### config.mk
export PLATFORM = sky130hd
export DESIGN_NAME = ipm_power_ctrl
export DESIGN_NICKNAME = d
export VERILOG_FILES = /design/src/hdl/ipm_pkg.sv /design/src/hdl/ipm_idle_timer.sv /design/src/hdl/ipm_power_ctrl.sv
export VERILOG_INCLUDE_DIRS = /design/src /design/src/hdl
export SDC_FILE = /design/constraint.sdc
export NUM_CORES = 1
export LEC_CHECK = 0
export ABC_AREA = 1
export BUFFER_PORTS_ARGS = -buffer_cell sky130_fd_sc_hd__buf_2
export CORE_AREA = 4 4 137 139
export DETAILED_ROUTE_END_ITERATION = 10
export DIE_AREA = 0 0 141 143
export GPL_TIMING_DRIVEN = 0
export PLACE_DENSITY = 0.75
export RECOVER_POWER = 50
export REMOVE_ABC_BUFFERS = 1
export SLEW_MARGIN = 0
export SYNTH_ARGS = -nofsm -noshare
export SYNTH_HDL_FRONTEND = slang
export SYNTH_SLANG_ARGS = --single-unit
### constraint.sdc
create_clock -name mclk -period 1.65 [get_ports mclk]
set_clock_uncertainty 0.05 [all_clocks]
set_input_delay 0.4125 -clock mclk [delete_from_list [all_inputs] [get_ports mclk]]
set_output_delay 0.4125 -clock mclk [all_outputs]
set_load 0.01 [all_outputs]
### src/hdl/ipm_params.svh
`ifndef IPM_PARAMS_SVH
`define IPM_PARAMS_SVH

// Register byte offsets
`define IPM_OFS_CTRL      12'h000
`define IPM_OFS_STATUS    12'h004
`define IPM_OFS_WAKE_IRQ  12'h008
`define IPM_OFS_WAKE_DRQ  12'h00C

// Control register fields
`define IPM_CTRL_DISK_LSB  0
`define IPM_CTRL_GLOB_LSB  4
`define IPM_CTRL_DISK_EN   8
`define IPM_CTRL_GLOB_EN   9
`define IPM_CTRL_RESET     12'hFFF

// Reset values of wake enables
`define IPM_WAKE_IRQ_RESET 16'hFFFF
`define IPM_WAKE_DRQ_RESET 8'hFF

// Timing
`define IPM_CLK_HZ         25000000
`define IPM_MINUTE_S       60
`define IPM_BLINK_MS       1600
`define IPM_MINUTE_CYC     (`IPM_CLK_HZ * `IPM_MINUTE_S)
`define IPM_HALF_BLINK_CYC (`IPM_CLK_HZ / 1000 * `IPM_BLINK_MS / 2)

`endif

### src/hdl/ipm_pkg.sv
package ipm_pkg;
	typedef enum logic [1:0] {
		IPM_NORMAL  = 2'b00,
		IPM_DISK_SB = 2'b01,
		IPM_SUSPEND = 2'b11
	} ipm_state_t;
	typedef logic [3:0] ipm_minutes_t;
endpackage : ipm_pkg

### src/hdl/ipm_idle_timer.sv
`timescale 1ns/100ps
// Minute-grain idle count up to the limit; restarts on activity
module ipm_idle_timer (
	input  wire logic                  mclk,
	input  wire logic                  rst,
	input  wire logic                  minuteTick,
	input  wire logic                  activity,
	input  wire logic                  enable,
	input  wire ipm_pkg::ipm_minutes_t limit,
	output logic                       expired
);
	import ipm_pkg::*;

	ipm_minutes_t elapsed;

	// Limit of 0 is treated as 1 minute
	always_ff @(posedge mclk) begin
		if (rst || activity || !enable) begin
			elapsed <= 4'h0;
			expired <= 1'b0;
		end else if (minuteTick && !expired) begin
			if (elapsed + 4'h1 >= limit) begin
				expired <= 1'b1;
			end
			elapsed <= elapsed + 4'h1;
		end
	end

	AST_RESTART: assert property (@(posedge mclk) disable iff (rst)
		activity |=> !expired) else $error("timer did not restart");
endmodule : ipm_idle_timer

### src/hdl/ipm_power_ctrl.sv
`timescale 1ns/100ps
`include "ipm_params.svh"
module ipm_power_ctrl #(
	parameter int unsigned MINUTE_CYC     = `IPM_MINUTE_CYC,
	parameter int unsigned HALF_BLINK_CYC = `IPM_HALF_BLINK_CYC
) (
	input  wire logic         mclk,
	input  wire logic         rst,
	input  wire logic         haddrSel,
	input  wire logic [31:0]  haddr,
	input  wire logic [1:0]   htrans,
	input  wire logic         hwrite,
	input  wire logic [2:0]   hsize,
	input  wire logic         hready,
	input  wire logic [31:0]  hwdata,
	output logic      [31:0]  hrdata,
	output logic              hreadyout,
	output logic              hresp,
	input  wire logic         diskAccessPin,
	input  wire logic         keyActPin,
	input  wire logic         mouseActPin,
	input  wire logic [15:0]  irqPin,
	input  wire logic [7:0]   drqPin,
	input  wire logic         hsyncIn,
	input  wire logic         vsyncIn,
	output logic              hsyncOut,
	output logic              vsyncOut,
	output logic              diskStandbyCmd,
	output logic              panelLed,
	output ipm_pkg::ipm_state_t powerState
);
	import ipm_pkg::*;

	// Two-stage synchronisers for the disk, key, mouse, irq and drq pins
	localparam int NIN = 27;
	logic [NIN-1:0] pinRaw;
	logic [NIN-1:0] syncA;
	logic [NIN-1:0] syncB;
	assign pinRaw = {drqPin, irqPin, mouseActPin, keyActPin, diskAccessPin};
	always_ff @(posedge mclk) begin
		if (rst) begin
			syncA <= '0;
			syncB <= '0;
		end else begin
			syncA <= pinRaw;
			syncB <= syncA;
		end
	end

	logic diskAct;
	logic keyAct;
	logic mouseAct;
	logic [15:0] irqAct;
	logic [7:0]  drqAct;
	assign diskAct  = syncB[0];
	assign keyAct   = syncB[1];
	assign mouseAct = syncB[2];
	assign irqAct   = syncB[18:3];
	assign drqAct   = syncB[26:19];

	// Registers
	logic [11:0] ctrl;
	logic [15:0] wakeIrq;
	logic [7:0]  wakeDrq;
	logic        wrPend;
	logic [11:0] wrAddr;

	always_ff @(posedge mclk) begin
		if (rst) begin
			wrPend <= 1'b0;
			wrAddr <= 12'h000;
		end else if (hready) begin
			wrPend <= haddrSel && htrans[1] && hwrite;
			wrAddr <= haddr[11:0];
		end
	end

	always_ff @(posedge mclk) begin
		if (rst) begin
			ctrl    <= `IPM_CTRL_RESET;
			wakeIrq <= `IPM_WAKE_IRQ_RESET;
			wakeDrq <= `IPM_WAKE_DRQ_RESET;
		end else if (wrPend) begin
			unique case (wrAddr)
				`IPM_OFS_CTRL:     ctrl    <= hwdata[11:0];
				`IPM_OFS_WAKE_IRQ: wakeIrq <= hwdata[15:0];
				`IPM_OFS_WAKE_DRQ: wakeDrq <= hwdata[7:0];
				default: ;
			endcase
		end
	end

	ipm_state_t state;
	logic diskExp;
	logic globExp;

	// Read data registered at the address phase; zero-wait answer
	always_ff @(posedge mclk) begin
		if (rst) begin
			hrdata <= 32'h0000_0000;
		end else if (hready && haddrSel && htrans[1] && !hwrite) begin
			unique case (haddr[11:0])
				`IPM_OFS_CTRL:     hrdata <= {20'h00000, ctrl};
				`IPM_OFS_STATUS:   hrdata <= {27'h0000000, globExp, diskExp,
					panelLed, state};
				`IPM_OFS_WAKE_IRQ: hrdata <= {16'h0000, wakeIrq};
				`IPM_OFS_WAKE_DRQ: hrdata <= {24'h000000, wakeDrq};
				default:           hrdata <= 32'h0000_0000;
			endcase
		end
	end
	assign hreadyout = 1'b1;
	assign hresp     = 1'b0;

	// Minute tick shared by both timers
	logic [31:0] minCnt;
	logic        minuteTick;
	always_ff @(posedge mclk) begin
		if (rst || minuteTick) begin
			minCnt <= 32'h0000_0000;
		end else begin
			minCnt <= minCnt + 32'h0000_0001;
		end
	end
	assign minuteTick = (minCnt == MINUTE_CYC - 1);

	logic anyAct;
	logic wakeAct;
	assign wakeAct = keyAct || mouseAct || |(irqAct & wakeIrq)
		|| |(drqAct & wakeDrq);
	assign anyAct  = wakeAct || diskAct;

	ipm_idle_timer diskTimer (
		.mclk       (mclk),
		.rst        (rst),
		.minuteTick (minuteTick),
		.activity   (diskAct),
		.enable     (ctrl[`IPM_CTRL_DISK_EN]),
		.limit      (ctrl[`IPM_CTRL_DISK_LSB +: 4]),
		.expired    (diskExp)
	);
	ipm_idle_timer globTimer (
		.mclk       (mclk),
		.rst        (rst),
		.minuteTick (minuteTick),
		.activity   (anyAct),
		.enable     (ctrl[`IPM_CTRL_GLOB_EN]),
		.limit      (ctrl[`IPM_CTRL_GLOB_LSB +: 4]),
		.expired    (globExp)
	);

	// Power state machine
	always_ff @(posedge mclk) begin
		if (rst) begin
			state <= IPM_NORMAL;
		end else begin
			unique case (state)
				IPM_NORMAL: begin
					if (globExp && !anyAct) begin
						state <= IPM_SUSPEND;
					end else if (diskExp && !diskAct) begin
						state <= IPM_DISK_SB;
					end
				end
				IPM_DISK_SB: begin
					if (diskAct) begin
						state <= IPM_NORMAL;
					end else if (globExp && !anyAct) begin
						state <= IPM_SUSPEND;
					end
				end
				IPM_SUSPEND: begin
					// Disk access also counts as system activity
					if (anyAct) begin
						state <= IPM_NORMAL;
					end
				end
				default: state <= IPM_NORMAL;
			endcase
		end
	end
	assign powerState = state;

	// Blink counter; only runs in suspend so the phase starts fresh
	logic [31:0] blinkCnt;
	logic        blinkPhase;
	always_ff @(posedge mclk) begin
		if (rst || state != IPM_SUSPEND) begin
			blinkCnt   <= 32'h0000_0000;
			blinkPhase <= 1'b0;
		end else if (blinkCnt == HALF_BLINK_CYC - 1) begin
			blinkCnt   <= 32'h0000_0000;
			blinkPhase <= !blinkPhase;
		end else begin
			blinkCnt <= blinkCnt + 32'h0000_0001;
		end
	end

	// Combinational from state so wake takes effect with the state change
	assign diskStandbyCmd = (state != IPM_NORMAL);
	assign hsyncOut = (state == IPM_SUSPEND) ? 1'b0 : hsyncIn;
	assign vsyncOut = (state == IPM_SUSPEND) ? 1'b0 : vsyncIn;
	assign panelLed = (state == IPM_SUSPEND) ? blinkPhase : 1'b1;

	AST_DISK_WAKE: assert property (@(posedge mclk) disable iff (rst)
		(state == IPM_DISK_SB && diskAct) |=> state == IPM_NORMAL)
		else $error("disk access did not wake");
	AST_DISK_SB: assert property (@(posedge mclk) disable iff (rst)
		(state == IPM_NORMAL && diskExp && !anyAct && !globExp) |=> state == IPM_DISK_SB)
		else $error("disk standby not entered");
	AST_SUSP_DISK: assert property (@(posedge mclk) disable iff (rst)
		state == IPM_SUSPEND |-> diskStandbyCmd)
		else $error("disk not in standby in suspend");
	AST_SYNC_OFF: assert property (@(posedge mclk) disable iff (rst)
		state == IPM_SUSPEND |-> !hsyncOut && !vsyncOut)
		else $error("sync not blanked");
	AST_WAKE: assert property (@(posedge mclk) disable iff (rst)
		(state == IPM_SUSPEND && (keyAct || mouseAct)) |=> state == IPM_NORMAL)
		else $error("wake missed");
	AST_RESTORE: assert property (@(posedge mclk) disable iff (rst)
		state == IPM_NORMAL |-> panelLed && hsyncOut == hsyncIn && vsyncOut == vsyncIn)
		else $error("outputs not restored");
	AST_BLINK: assert property (@(posedge mclk) disable iff (rst)
		(state == IPM_SUSPEND && blinkCnt == HALF_BLINK_CYC - 1 && $stable(state))
		|=> state != IPM_SUSPEND || panelLed != $past(panelLed))
		else $error("indicator did not toggle");
	AST_SUSP_ENTRY: assert property (@(posedge mclk) disable iff (rst)
		(state == IPM_NORMAL && globExp && !anyAct) |=> state == IPM_SUSPEND)
		else $error("suspend not entered");
endmodule : ipm_power_ctrl

==> results.sh <==
export IMPL_synth_area_top_cells="dfxtp_1 44%, nand2_1 11%, nor2_1 7.9%"
export IMPL_setup_tns_ns=-1.15
export IMPL_synth_top_family_by_area="simple AND/OR/NAND/NOR gates"
export IMPL_power_mw=9.58
export IMPL_final_layout_size_suffix_gt1_frac=0.264
export IMPL_syn_inst=1236
export IMPL_ys_types=40
export IMPL_worst_slew_pin_transition_ns=0.568
export IMPL_setup_viol=31
export IMPL_yosys_area_share_adder=0.0169
export IMPL_postSynth_asyncResetShare=0
export IMPL_numCtsBuffers=17
export IMPL_clock_latency_ns=0.44
export IMPL_io_pins=143
export IMPL_synth_seq_cells=196
export IMPL_yosysWarnings=0
export IMPL_cts_max_level=4
export IMPL_synth_ff_type="dfxtp_1"
export IMPL_start_util=0.503
export IMPL_remaining_drc_errors=0
export IMPL_synth_simple_area_share=0.326
export IMPL_drtPass1Iterations=5
export IMPL_hold_buffers=0
export IMPL_grt_start_max_net_pins=75
export IMPL_worstSetupPathType="reg2reg"
export IMPL_clkTransAtPathRegs_ns=0.08
export IMPL_finalHoldViolCount=0
export IMPL_postLayoutSetupSlackWorst_ns=-0.0681
export IMPL_grt_pass1_wl_mm=36.5
export IMPL_synth_compound_area_frac=0.0834
export IMPL_synth_edf_count=0
export IMPL_status="complete, but fails checks"
export IMPL_synth_most_common_cell="nand2_1"
export IMPL_cts_tree="built"
export IMPL_synth_avg_cell_area_um2=7.18
export IMPL_p_leak_nw=4.74
export IMPL_synth_seq_area_share=0.442
export IMPL_rsz0062_at_grt="true"
export IMPL_cp_required_ns=1.92
export IMPL_drv_slew=0
export IMPL_netlist_area_um2=8880
export IMPL_worst_ir_drop_vdd_mv=0.986
export IMPL_synth_common_cells="268 x nand2_1, 196 x dfxtp_1, 187 x nor2_1"
export IMPL_core_region_area_um2=17700
export IMPL_avgViaCountPerCell=5.30
export IMPL_max_freq_mhz=582
export IMPL_grt_pass1_vias=7514
export IMPL_rows=49
export IMPL_die_y_um=143
export IMPL_track_usage=0.223
export IMPL_io_buffers=84
export IMPL_antenna_found_initial=1
export IMPL_clock_root_buffer="clkbuf_16"
export IMPL_finalCriticalPeriod_ns=1.72
export IMPL_globalRouteOverflowTotal=0
export IMPL_dp_final_hpwl_mm=14.9
export IMPL_cp_data_arrival_time_ns=1.99
export IMPL_die_x_um=141
export IMPL_die_area_um2=20200
export IMPL_nets=1474
export IMPL_nFillCells=1427
export IMPL_hold_path_class="in2reg"
export IMPL_cts_sinks=196
export IMPL_wire_per_inst_um=14.9
export IMPL_violations="negative setup slack"
export IMPL_drt_total_wl_mm=23.9
export IMPL_crit_path_start_kind="flop"
export IMPL_maxCapViolCount=0
export IMPL_vias=8491
export IMPL_powerDensity_nw_per_um2=840
export IMPL_antenna_left=0
export IMPL_syn_to_final_growth_pct=28.4
export IMPL_hold_slack_ns=0.107
export IMPL_crit_fanout=8
export IMPL_place_congestion=0.927
export IMPL_drt_iter0_markers=882
export IMPL_synth_xor_area_share=0.0256
export IMPL_fin_crit_sh=1.04
export IMPL_diodes=0
export IMPL_clockBufferDepth=2
export IMPL_end_kind="flop"
export IMPL_yosys_area_top_type="dfxtp_1"
export IMPL_slew_headroom=0.622
export IMPL_synthMuxAreaShare=0
export IMPL_synth_top_cell_area_share=0.442
-- cell type report --
class | count | area (um2) | share of cell area
multi-input combinational | 845 | 5060 | 0.444
sequential | 196 | 3970 | 0.349
timing repair buffer | 131 | 820 | 0.0719
inverter | 168 | 646 | 0.0566
clock buffer | 17 | 425 | 0.0373
tap | 229 | 287 | 0.0251
clock inverter | 15 | 191 | 0.0168
-- registers in the layout (all words and copies together), names as in the netlist, 8 cells and up --
| signal | count |
|---|---|
| blinkCnt | 32 |
| minCnt | 32 |
| syncA | 27 |
| syncB | 27 |
| hrdata | 16 |
| wakeIrq | 16 |
| ctrl | 12 |
| wrAddr | 12 |
| wakeDrq | 8 |
-- timing repair --
action | in CTS | in global routing
gates cloned | 8 | 2
setup endpoints to repair | 145 | 130
pin swaps | 26 | 43
buffers inserted | 23 | 22
gates resized for setup | 129 | 121
-- stage by stage --
| stage | setup WS [ns] | util | area [um2] | std cells |
|---|---|---|---|---|
| 2_1_floorplan | -0.784 | - | 8640 | 1199 |
| 3_3_place_gp | -3.21 | 0.529 | 9340 | 1512 |
| 3_5_place_dp | -2.30 | 0.531 | 9380 | 1514 |
| 4_1_cts | -0.104 | 0.611 | 10800 | 1577 |
| 5_1_grt | -0.128 | 0.646 | 11400 | 1601 |
| 6_report | -0.0681 | 0.646 | 11400 | 1601 |
-- path summary, 6_finish.rpt --
| kind | end | slack (ns) | cells past startpoint | start |
|---|---|---|---|---|
| setup reg to reg | minCnt[14]$_SDFF_PP0_ | -0.07 | 9 | minCnt[1]$_SDFF_PP0_ |
| setup / recovery | minCnt[14]$_SDFF_PP0_ | -0.07 | 9 | minCnt[1]$_SDFF_PP0_ |
| hold reg to reg | syncB[10]$_SDFF_PP0_ | 0.35 | 2 | syncA[10]$_SDFF_PP0_ |
| hold / removal | syncA[3]$_SDFF_PP0_ | 0.11 | 3 | irqPin[0] |
-- report_power, final --
part           total [mW]  switching [mW]  internal (mW)  leakage (nW)
combinational       0.501           0.326          0.174          2.83
clock                4.23            2.14           2.08         0.299
sequential           4.85          0.0468           4.81          1.61
total                9.58            2.52           7.06          4.74
-- layout by cell type (no fill, tap or decap), drive strengths merged, types with 6 or more instances in the layout --
master / count
nor2: 190
conb: 18
clkbuf: 18
dfxtp: 196
nor3b: 8
nand3b: 6
ha: 12
inv: 175
nand2: 276
or2: 8
nor3: 41
a21oi: 62
xnor2: 7
o21ai: 25
clkinv: 8
o211ai: 37
xor2: 19
nand4: 34
buf: 130
nand3: 90
-- cells by family (layout without fill, tap and decap cells) --
group / Yosys count / after routing
compound gates: 128 / 128
xor+xnor: 26 / 26
fa+ha+maj: 12 / 12
buf+inv: 221 / 331
flops: 196 / 196
other cells: 2 / 18
simple gates: 651 / 661
-- critical path: stages, from the launching register on --
cell and delay (ns):
dfxtp_2 0.36, ha_4 0.15, nand3_4 0.09, nor3_4 0.19, nand2_2 0.14, nor2_4 0.15
buf_6 0.13, nand2_8 0.10, nand2_8 0.16, nor2_2 0.06
-- per-layer routing --
| metal | routed length (um) | global-route usage | part of all wire |
|---|---|---|---|
| met1 | 9840 | 0.286 | 0.41 |
| met2 | 11700 | 0.369 | 0.49 |
| met3 | 1730 | 0.0546 | 0.072 |
| met4 | 602 | 0.0816 | 0.025 |
| met5 | 11 | 0 | 0.00046 |
Note: power is estimated with default switching activity, not from simulation.
